<file path="src/core/prs_params.svh">
// Constants for the paged register space: offsets, field positions, reset values.
// Assumes a serial host decoder in front that delivers byte-wide register strobes.
// Contract
// - The page select register answers at 0x7F on every page, so the page can always be changed.
// - Page value 00 maps control and status, 01 the receiver buffers, 02 the transmitter buffers.
// - The test page 03 is reachable only after a private unlock code has been given.
// - Page 1 shows the channel status and user bytes of the last completely received block.
// - The receiver buffers are readable by the host through the register port.
// - Host writes to page 2 become the channel status and user bytes sent by the transmitter.
// - Reads of page 2 return the stored transmitter bytes for verification.
// - On page 0, address 0x00 and 0x34 through 0x7D are reserved with no function; 0x7E takes the unlock code.
// - Page 0 event status bits raise the interrupt output only when their enable is set.
`ifndef PRS_PARAMS_SVH
`define PRS_PARAMS_SVH

`define PRS_ADDR_W        7
`define PRS_DATA_W        8
`define PRS_PAGE_SEL_ADDR 7'h7F
`define PRS_PAGE_CTRL     8'h00
`define PRS_PAGE_RX       8'h01
`define PRS_PAGE_TX       8'h02
`define PRS_PAGE_TEST     8'h03
`define PRS_PAGE_RESET    8'h00
`define PRS_CTRL_FIRST    7'h01
`define PRS_CTRL_LAST     7'h33
`define PRS_STATUS_ADDR   7'h30
`define PRS_ENABLE_ADDR   7'h31
`define PRS_UNLOCK_ADDR   7'h7E
`define PRS_CS_BASE       7'h00
`define PRS_CS_LAST       7'h2F
`define PRS_USER_BASE     7'h40
`define PRS_USER_LAST     7'h6F
`define PRS_HALF_BYTES    48
`define PRS_BUF_BYTES     96
`define PRS_BUF_IDX_W     7
`define PRS_ZERO_BYTE     8'h00
`define PRS_UNLOCK_KEY    8'hA5

`endif

</file>
<file path="src/core/prs_pkg.sv">
// Types shared by the paged register space.
// Assumes prs_params.svh is on the include path.
`include "prs_params.svh"

package prs_pkg;

   typedef struct packed {
      logic                      wr;    // Write strobe, one cycle
      logic                      rd;    // Read strobe, one cycle
      logic [`PRS_ADDR_W-1:0]    addr;  // Register address within page
      logic [`PRS_DATA_W-1:0]    wdata; // Write data
   } prs_req_t;

   typedef struct packed {
      logic                      valid; // Byte strobe from receiver
      logic [`PRS_BUF_IDX_W-1:0] idx;   // 0..47 channel status, 48..95 user
      logic [`PRS_DATA_W-1:0]    data;  // Captured byte
   } prs_rx_byte_t;

endpackage : prs_pkg

</file>
<file path="src/core/prs_paged_regs.sv">
// Paged register and data buffer space behind the serial host decoder.
// Assumes all inputs are synchronous to clk; the decoder issues one-cycle strobes.
`timescale 1ns/1ps
`default_nettype none
`include "prs_params.svh"

module prs_paged_regs
   import prs_pkg::*;
#(
   parameter logic [7:0] UNLOCK_KEY = `PRS_UNLOCK_KEY, // Arbitrary value
   parameter int         EVT_W      = 8
) (
   input  wire logic                      clk,          // 40 MHz clock
   input  wire logic                      srst,         // Sync reset, active high
   input  wire prs_req_t                  req,          // Host register strobe
   output logic [`PRS_DATA_W-1:0]         rd_data,      // Read data, registered
   output logic                           rd_valid,     // Read data valid pulse
   output logic [7:0]                     page,         // Active page
   output logic                           test_active,  // Test page mapped
   input  wire prs_rx_byte_t              rx_byte,      // Receiver C/U byte
   input  wire logic                      rx_block_end, // Receiver block done
   input  wire logic [`PRS_BUF_IDX_W-1:0] tx_idx,       // Transmitter byte index
   output logic [`PRS_DATA_W-1:0]         tx_data,      // Transmitter C/U byte
   input  wire logic [EVT_W-1:0]          evt,          // Event pulses
   output logic                           irq           // Interrupt, active high
);

   ////////////////////////////////////////////////////////////////////////////
   // Storage
   logic [7:0]       ctrl [`PRS_CTRL_FIRST:`PRS_CTRL_LAST];
   logic [7:0]       rx_stage [0:`PRS_BUF_BYTES-1];
   logic [7:0]       rx_buf   [0:`PRS_BUF_BYTES-1];
   logic [7:0]       tx_buf   [0:`PRS_BUF_BYTES-1];
   // Status and enable sit apart from the plain bytes so a read can clear
   logic [EVT_W-1:0] status;
   logic [EVT_W-1:0] enable;
   logic             unlocked;

   ////////////////////////////////////////////////////////////////////////////
   // Page decode
   wire        hit_page  = (req.addr == `PRS_PAGE_SEL_ADDR);
   wire        pg_ctrl   = (page == `PRS_PAGE_CTRL);
   wire        pg_rx     = (page == `PRS_PAGE_RX);
   wire        pg_tx     = (page == `PRS_PAGE_TX);

   ////////////////////////////////////////////////////////////////////////////
   // Address windows: buffer offsets 0x00-0x2F and 0x40-0x6F fold onto one index
   wire        in_ctrl   = (req.addr >= `PRS_CTRL_FIRST) && (req.addr <= `PRS_CTRL_LAST);
   wire        hit_stat  = pg_ctrl && (req.addr == `PRS_STATUS_ADDR);
   wire        hit_en    = pg_ctrl && (req.addr == `PRS_ENABLE_ADDR);
   wire        hit_key   = pg_ctrl && (req.addr == `PRS_UNLOCK_ADDR);
   wire        in_cs     = (req.addr <= `PRS_CS_LAST);
   wire        in_user   = (req.addr >= `PRS_USER_BASE) && (req.addr <= `PRS_USER_LAST);
   wire        in_buf    = in_cs || in_user;
   wire [6:0]  user_off  = req.addr - `PRS_USER_BASE;
   wire [6:0]  buf_idx   = in_cs ? req.addr : user_off + 7'(`PRS_HALF_BYTES);
   wire        rx_in_rng = (rx_byte.idx < 7'(`PRS_BUF_BYTES));
   wire        tx_in_rng = (tx_idx < 7'(`PRS_BUF_BYTES));

   ////////////////////////////////////////////////////////////////////////////
   // Write and read qualifiers
   wire [7:0]  new_page  = req.wdata;
   wire        page_ok   = (new_page <= `PRS_PAGE_TX)
                           || ((new_page == `PRS_PAGE_TEST) && unlocked);
   wire        wr_page   = req.wr && hit_page && page_ok;
   wire        wr_ctrl   = req.wr && pg_ctrl && in_ctrl && !hit_stat && !hit_en;
   wire        wr_tx     = req.wr && pg_tx && in_buf && !hit_page;
   wire        wr_key    = req.wr && hit_key;
   wire        key_match = (req.wdata == UNLOCK_KEY);
   wire        wr_en     = req.wr && hit_en;
   wire        rd_stat   = req.rd && hit_stat;
   wire [EVT_W-1:0] stat_clr = rd_stat ? status : '0;

   ////////////////////////////////////////////////////////////////////////////
   // Read multiplexer
   // Page select is tested first so it answers on every page
   logic [7:0] rd_mux;
   always_comb begin
      rd_mux = `PRS_ZERO_BYTE;
      if (hit_page) begin
         rd_mux = page;
      end else if (hit_stat) begin
         rd_mux = 8'(status);
      end else if (hit_en) begin
         rd_mux = 8'(enable);
      end else if (pg_ctrl && in_ctrl) begin
         rd_mux = ctrl[req.addr];
      end else if (pg_rx && in_buf) begin
         rd_mux = rx_buf[buf_idx];
      end else if (pg_tx && in_buf) begin
         rd_mux = tx_buf[buf_idx];
      end
   end

   ////////////////////////////////////////////////////////////////////////////
   // Outputs decoded straight from registers
   assign test_active = (page == `PRS_PAGE_TEST);
   assign irq         = |(status & enable);

   ////////////////////////////////////////////////////////////////////////////
   // Page select: a refused value leaves the current page in place
   always_ff @(posedge clk) begin
      if (srst) begin
         page <= `PRS_PAGE_RESET;
      end else if (wr_page) begin
         page <= new_page;
      end
   end

   ////////////////////////////////////////////////////////////////////////////
   // Test page lock: any other value written to the key location relocks
   always_ff @(posedge clk) begin
      if (srst) begin
         unlocked <= 1'b0;
      end else if (wr_key) begin
         unlocked <= key_match;
      end
   end

   ////////////////////////////////////////////////////////////////////////////
   // Read return: valid pulses once per read, data holds until the next read
   always_ff @(posedge clk) begin
      if (srst) begin
         rd_valid <= 1'b0;
      end else begin
         rd_valid <= req.rd;
      end
   end

   always_ff @(posedge clk) begin
      if (srst) begin
         rd_data <= `PRS_ZERO_BYTE;
      end else if (req.rd) begin
         rd_data <= rd_mux;
      end
   end

   ////////////////////////////////////////////////////////////////////////////
   // Status: an event in the clearing read's cycle survives
   always_ff @(posedge clk) begin
      if (srst) begin
         status <= '0;
      end else begin
         status <= (status & ~stat_clr) | evt;
      end
   end

   ////////////////////////////////////////////////////////////////////////////
   // Interrupt enables
   always_ff @(posedge clk) begin
      if (srst) begin
         enable <= '0;
      end else if (wr_en) begin
         enable <= req.wdata[EVT_W-1:0];
      end
   end

   ////////////////////////////////////////////////////////////////////////////
   // Control registers
   always_ff @(posedge clk) begin
      if (srst) begin
         for (int i = `PRS_CTRL_FIRST; i <= `PRS_CTRL_LAST; i++) begin
            ctrl[i] <= `PRS_ZERO_BYTE;
         end
      end else if (wr_ctrl) begin
         ctrl[req.addr] <= req.wdata;
      end
   end

   ////////////////////////////////////////////////////////////////////////////
   // Receiver staging: bytes may arrive in any order within a block
   always_ff @(posedge clk) begin
      if (srst) begin
         for (int i = 0; i < `PRS_BUF_BYTES; i++) begin
            rx_stage[i] <= `PRS_ZERO_BYTE;
         end
      end else if (rx_byte.valid && rx_in_rng) begin
         rx_stage[rx_byte.idx] <= rx_byte.data;
      end
   end

   ////////////////////////////////////////////////////////////////////////////
   // Receiver buffers: the staged block is published whole, so the host
   // never reads a mix of two blocks
   always_ff @(posedge clk) begin
      if (srst) begin
         for (int i = 0; i < `PRS_BUF_BYTES; i++) begin
            rx_buf[i] <= `PRS_ZERO_BYTE;
         end
      end else if (rx_block_end) begin
         for (int i = 0; i < `PRS_BUF_BYTES; i++) begin
            rx_buf[i] <= rx_stage[i];
         end
      end
   end

   ////////////////////////////////////////////////////////////////////////////
   // Transmitter buffers: written by the host, read back unchanged
   always_ff @(posedge clk) begin
      if (srst) begin
         for (int i = 0; i < `PRS_BUF_BYTES; i++) begin
            tx_buf[i] <= `PRS_ZERO_BYTE;
         end
      end else if (wr_tx) begin
         tx_buf[buf_idx] <= req.wdata;
      end
   end

   ////////////////////////////////////////////////////////////////////////////
   // Transmitter byte fetch: one cycle after the index is sampled
   always_ff @(posedge clk) begin
      if (srst) begin
         tx_data <= `PRS_ZERO_BYTE;
      end else begin
         tx_data <= tx_in_rng ? tx_buf[tx_idx] : `PRS_ZERO_BYTE;
      end
   end

endmodule : prs_paged_regs

`default_nettype wire

</file>
<file path="config.mk">
export PLATFORM = sky130hd
export DESIGN_NAME = prs_paged_regs
export DESIGN_NICKNAME = d
export VERILOG_FILES = /design/src/core/prs_pkg.sv /design/src/core/prs_paged_regs.sv
export VERILOG_INCLUDE_DIRS = /design/src /design/src/core
export SDC_FILE = /design/constraint.sdc
export NUM_CORES = 2
export LEC_CHECK = 0
export BUFFER_PORTS_ARGS = -buffer_cell sky130_fd_sc_hd__buf_2
export CAP_MARGIN = 20
export CORE_UTILIZATION = 30
export DETAILED_ROUTE_END_ITERATION = 16
export GPL_ROUTABILITY_DRIVEN = 0
export HOLD_SLACK_MARGIN = 0.03
export MAX_ROUTING_LAYER = met4
export PLACE_DENSITY = 0.46
export SKIP_CTS_REPAIR_TIMING = 1
export SYNTH_ARGS = -nofsm -noshare
export SYNTH_HDL_FRONTEND = slang
export SYNTH_SLANG_ARGS = --single-unit
</file>
<file path="constraint.sdc">
create_clock -name clk -period 10.3 [get_ports clk]
set_input_delay 0.515 -clock clk [delete_from_list [all_inputs] [get_ports clk]]
set_output_delay 0.515 -clock clk [all_outputs]
set_load 0.05 [all_outputs]
</file>
---- After elaboration in Yosys (flattened, before gate mapping) ----
Memory sizes are Yosys's and may differ from the RTL's. A register that Yosys moved wholly into a read port is not among the register bits.
Index checks and enable logic that the tools add are counted.
word-level totals
  memories ................................ 4
  RAM bits ................................ 2712
  input port bits ......................... 51
  register bits ........................... 34
  output and inout port bits .............. 27
operators by class
  reduce and logical (&&, ||, !) cells .... 33
  magnitude comparators ................... 8
  mux-type cells .......................... 127
  add/subtract/negate cells ............... 2
  bitwise gates (word level) .............. 101
  eq/ne operators ......................... 9
memories
  name      words  bits a word  read ports  clocked after memory_dff  wr ports  RTL line              text
  rx_buf    96     8            1           0                         96        prs_paged_regs.sv:32  logic [7:0] rx_buf [0:`PRS_BUF_BYTES-1];
  rx_stage  96     8            96          0                         96        prs_paged_regs.sv:31  logic [7:0] rx_stage [0:`PRS_BUF_BYTES-1];
  tx_buf    96     8            2           1                         96        prs_paged_regs.sv:33  logic [7:0] tx_buf [0:`PRS_BUF_BYTES-1];
  ctrl      51     8            1           0                         51        prs_paged_regs.sv:30  logic [7:0] ctrl [`PRS_CTRL_FIRST:`PRS_CTRL_LAST];
operator list
  operator                                                            number
  2-to-1 mux 8 bit                                                    106
  OR 1 bit                                                            96
  OR reduction 8 bit                                                  4
  == test 8 x 2 -> 1 bit (second input constant)                      3
  logical AND 1 bit                                                   22
  2-to-1 mux 7 bit                                                    3
  2-to-1 mux 1 bit                                                    17
  AND 8 bit                                                           2
  == test 7 x 6 -> 1 bit (second input constant)                      2
  == test 7 bit (second input constant)                               2
  <= comparator 7 x 6 -> 1 bit (second input constant)                2
  less-than comparator 7 bit (second input constant)                  2
  == test 8 x 1 -> 1 bit (second input constant)                      1
  == test 8 bit (second input constant)                               1
  <= comparator 8 x 2 -> 1 bit (second input constant)                1
  logical NOT 8 bit                                                   1
  inverter 8 bit                                                      1
  OR 8 bit                                                            1
  adder 7 x 6 -> 7 bit (second input constant)                        1
  greater-or-equal comparator 7 x 1 -> 1 bit (second input constant)  1
  greater-or-equal comparator 7 bit (second input constant)           1
  <= comparator 7 bit (second input constant)                         1
  subtractor 7 bit (second input constant)                            1
  2-to-1 mux 6 bit                                                    1
  4 further kinds                                                     7

---- Logic depth before layout (Yosys ltp) ----
  depth in word-level cells ............... 10
  depth in mapped cells ................... 14

---- Worst setup path before layout ----
No wires, ideal clock.
  kind .................................... input to register
  start point ............................. input srst
  end point ............................... memory rx_buf[0][0] (enable)
  path buffers ............................ 3
  library setup time ...................... 0.823 ns
  setup slack ............................. -0.920 ns
  arrival ................................. 10.397 ns
  stages .................................. 4
  cell sequence ........................... clkbuf_1 > clkbuf_1 > clkbuf_1 > or2_2
RTL lines
  item                RTL line              text
  start: declaration  prs_paged_regs.sv:14  input wire logic srst,
  end: declaration    prs_paged_regs.sv:32

---- Final worst setup path ----
  start point ............................. input req[12] (netlist name)
  end point ............................... register rd_data[4]
on the way
  longest elaborated chain between the ends .. 10
  elaborated cells between the ends (all ways) .. 28
RTL lines
  item                                                             RTL line                                    text
  start: declaration                                               prs_paged_regs.sv:15                        input wire prs_req_t req,
  subtractor 7 bit (no source line), or another cell as far along  --
  adder 7 x 6 -> 7 bit or logical AND 1 bit (tied branches)        prs_paged_regs.sv:56, prs_paged_regs.sv:53
  2-to-1 mux 7 bit or logical OR 1 bit (tied branches)             prs_paged_regs.sv:56, prs_paged_regs.sv:54
  memory read (96 x 8 bit) or logical AND 1 bit (tied branches)    --
  2-to-1 mux 8 bit                                                 prs_paged_regs.sv:90                        end else if (pg_tx && in_buf) begin
  2-to-1 mux 8 bit                                                 prs_paged_regs.sv:88                        end else if (pg_rx && in_buf) begin
  2-to-1 mux 8 bit                                                 prs_paged_regs.sv:86                        end else if (pg_ctrl && in_ctrl) begin
  2-to-1 mux 8 bit                                                 prs_paged_regs.sv:84                        end else if (hit_en) begin
  2-to-1 mux 8 bit                                                 prs_paged_regs.sv:82                        end else if (hit_stat) begin
  2-to-1 mux 8 bit *                                               prs_paged_regs.sv:80                        if (hit_page) begin
  end signal: assignment                                           prs_paged_regs.sv:132                       rd_data <= `PRS_ZERO_BYTE;
  end signal: assignment                                           prs_paged_regs.sv:134                       rd_data <= rd_mux;
  end: declaration                                                 prs_paged_regs.sv:16                        output logic [`PRS_DATA_W-1:0] rd_data,
Mark *: on every way between the ends. The rest lies on a longest branch, timed or not.
A chain may end at the register's enable or synchronous reset.

==> run_results.csv <==
group,metric,value,unit
cts,cts_buffer_depth,4,
global_route,grt-ovfl-total,0,
detailed_routing,avgRoutedWirePerCell,32.5,um
timing,hold_viol_final,0,
timing,rsz0062_at_grt,"false",
synthesis,synth_ff_type,"edfxtp_1",
pwr,p_comb_share,8.0,%
cts,htreeDepth,5,
detailed_routing,drc_errors,0,
final_layout,fin_util,34.1,%
final_layout,fin_nets,9690,
cts,clk_latency,980,ps
detailed_routing,postRouteAntennaNets,0,
synthesis,synth_seq_area_share,66.2,%
pwr,ir_drop,0.137,mV
pwr,power-per-cell-area,186,nW/um^2
pwr,power,29.5,mW
global_route,grt_pass1_vias,86100,
timing,slew_headroom,3.39,%
placed_design,dp_hpwl,323,mm
die,num_rows,250,
pwr,power_switching,7.26,mW
die,dieArea,471000,um^2
die,ioPinCount,78,
cts,clk_pin_slew,60,ps
pwr,p_int,22.2,mW
die,die_h,686,um
timing,setup_tns,0,ps
timing,max_freq,0.182,GHz
synthesis,synth_seq_cells,3114,
cts,cts-root-buf,"clkbuf_16",
synthesis,syn_area_per_cell,14.3,um^2
synthesis,synth_edf_count,3072,
pwr,sw_frac_of_total,24.7,%
final_layout,fillers,44700,
synthesis,synthesis.area,141000,um^2
global_route,antenna_found_initial,50,
timing,tightest_slew,1450,ps
worst_setup_path,critPathCaptureType,"flop",
placed_design,dp_cells,15500,
synthesis,syn_inst,9825,
worst_setup_path,worst-endpoint-arrival,6390,ps
timing,fin_crit_sh,53.2,%
pwr,p_leak,56.6,nW
detailed_routing,num_vias,88200,
worst_setup_path,cp_max_fo,23,
job,cap_viol_max_count,0,
detailed_routing,drtIter0Drc,11400,
detailed_routing,wirelength,523,mm
worst_setup_path,crit_required,11210,ps
worst_setup_path,start_kind,"primary input",
synthesis,yosys_warnings,0,
placed_design,portBuffers,77,
global_route,track_usage,22.1,%
synthesis,yosysTopAreaCell,"edfxtp_1",
die,start_util,30.2,%
timing,finalClockSkew,56.4,ps
final_layout,syn2layout_area_growth,12.8,%
synthesis,synth_area_leaders,"edfxtp_1 (66%), and2_1 (8.7%), mux4_2 (5.0%)",
detailed_routing,drtPass1Iterations,8,
pwr,seq_power_share,49.8,%
timing,min_period,5480,ps
detailed_routing,routed_via_density,5.48,
timing,hold_slack,17.8,ps
cts,clock-sinks,3114,
timing,setup_viol,0,
cts,numCtsBuffers,340,
worst_setup_path,criticalPathCategory,"primary input to flop",
final_layout,layout_common_cells,"edfxtp_1 (3072), and2_1 (1958), and3_1 (530)",
synthesis,synth_top_area_share,65.6,%
synthesis,synth_cell_types,90,
global_route,grt_max_degree,219,
run_status,status,"finished, final reports clean",
cts,tritoncts,"built",
die,core,465000,um^2
final_layout,layout_commonest_cell,"edfxtp_1",
final_layout,drive_gt1_share,16.3,%
final_layout,instances_no_fill,16100,
die,die_w,686,um
timing,maxSlewViolCount,0,
global_route,grt_pass1_wl,717,mm
worst_hold_path,hold_class,"primary input to flop",
synthesis,async_flop_share,0,%
pwr,clock_power_share,42.2,%
[cells in the mapped netlist (142+ instances only)]
cell	count
o21ai_0	142
nand2_1	146
buf_2	176
a22oi_1	200
clkbuf_1	562
mux4_2	310
a21oi_1	196
a221oi_1	168
nor2b_1	263
o22ai_1	233
or2_2	175
edfxtp_1	3072
and3_1	531
mux2i_1	169
and2_1	1960
nor2_1	394
mux2_2	235
[sequential cells by signal, summed over array words and instances, names as in the netlist]
signal / count
ctrl: 512
page: 8
rx_stage: 768
rd_valid: 1
tx_buf: 1024
rx_buf: 768
status: 8
enable: 8
rd_data: 8
unlocked: 1
tx_data: 8
[kinds of logic after synthesis]
family / after synthesis / share of synthesized area (%)
muxes: 714 / 8.06
AOI/OAI and AO/OA: 1429 / 7.26
buffers and inverters: 877 / 2.78
adders and majority gates: 5 / 0.0445
other: 1 / 0.00267
DFF: 3114 / 66.2
and+or+nand+nor: 3685 / 15.6
[routing by layer]
metal  vias to the layer above  GRT usage, %  part of all wire [%]
met1                     46300          29.7                    42
met3                       792          4.44                   8.7
met2                      4321          34.1                    46
met4                         0          6.34                   3.1
met5                         -             -                     0
li1                      36800             -                     -
[critical path, stage by stage]
cell       delay, ps
buf_2            140
buf_4            420
clkinv_1         550
ha_1             560
or3b_1           470
a21oi_2          280
or3_2            500
buf_4            560
a21oi_1          220
or4_1            660
a222oi_1         670
o211ai_1         460
a2bb2oi_1        270
[worst paths after layout]
kind | endpoint | startpoint | cells after the start | slack, ps
worst min register to register | rx_buf[35][1] | rx_stage[35][1] | 1 | 500
worst max-delay path | rd_data[4] | req[12] | 13 | 4820
worst max register to register | tx_buf[8][4] | page[5] | 7 | 4920
worst min-delay path | status[6] | evt[6] | 3 | 20
[through the flow]
| stage | setup slack [ps] | instance area (um^2) |
|---|---|---|
| floorplan | 3000 | 141000 |
| global placement | 3000 | 147000 |
| detailed placement | 4140 | 147000 |
| CTS | 5170 | 158000 |
| global route | 4870 | 158000 |
| finish | 4820 | 158000 |
[area by class of cell]
cell class	count	area, um^2	area share (%)
clock inverter	184	1890	1.20
sequential	3114	93100	58.7
inverter	12	58.8	0.0371
antenna	35	87.6	0.0553
clock buffer	429	9090	5.74
timing repair buffer	317	2560	1.62
tap	6174	7720	4.87
multi-input combinational	5849	44000	27.7
[power by group through the flow]
| stage | Clock (mW) | Combinational (mW) | Sequential [mW] |
|---|---|---|---|
| 4_1_cts | 12.6 | 2.33 | 14.7 |
| 2_1_floorplan | 0 | 1.23 | 14.9 |
| 6_report | 12.4 | 2.34 | 14.7 |
| 5_1_grt | 13.0 | 2.41 | 14.7 |
| 3_5_place_dp | 0 | 2.32 | 14.9 |
| 3_3_place_gp | 0 | 2.31 | 14.9 |
No activity file was read; power rests on OpenSTA's default activity.
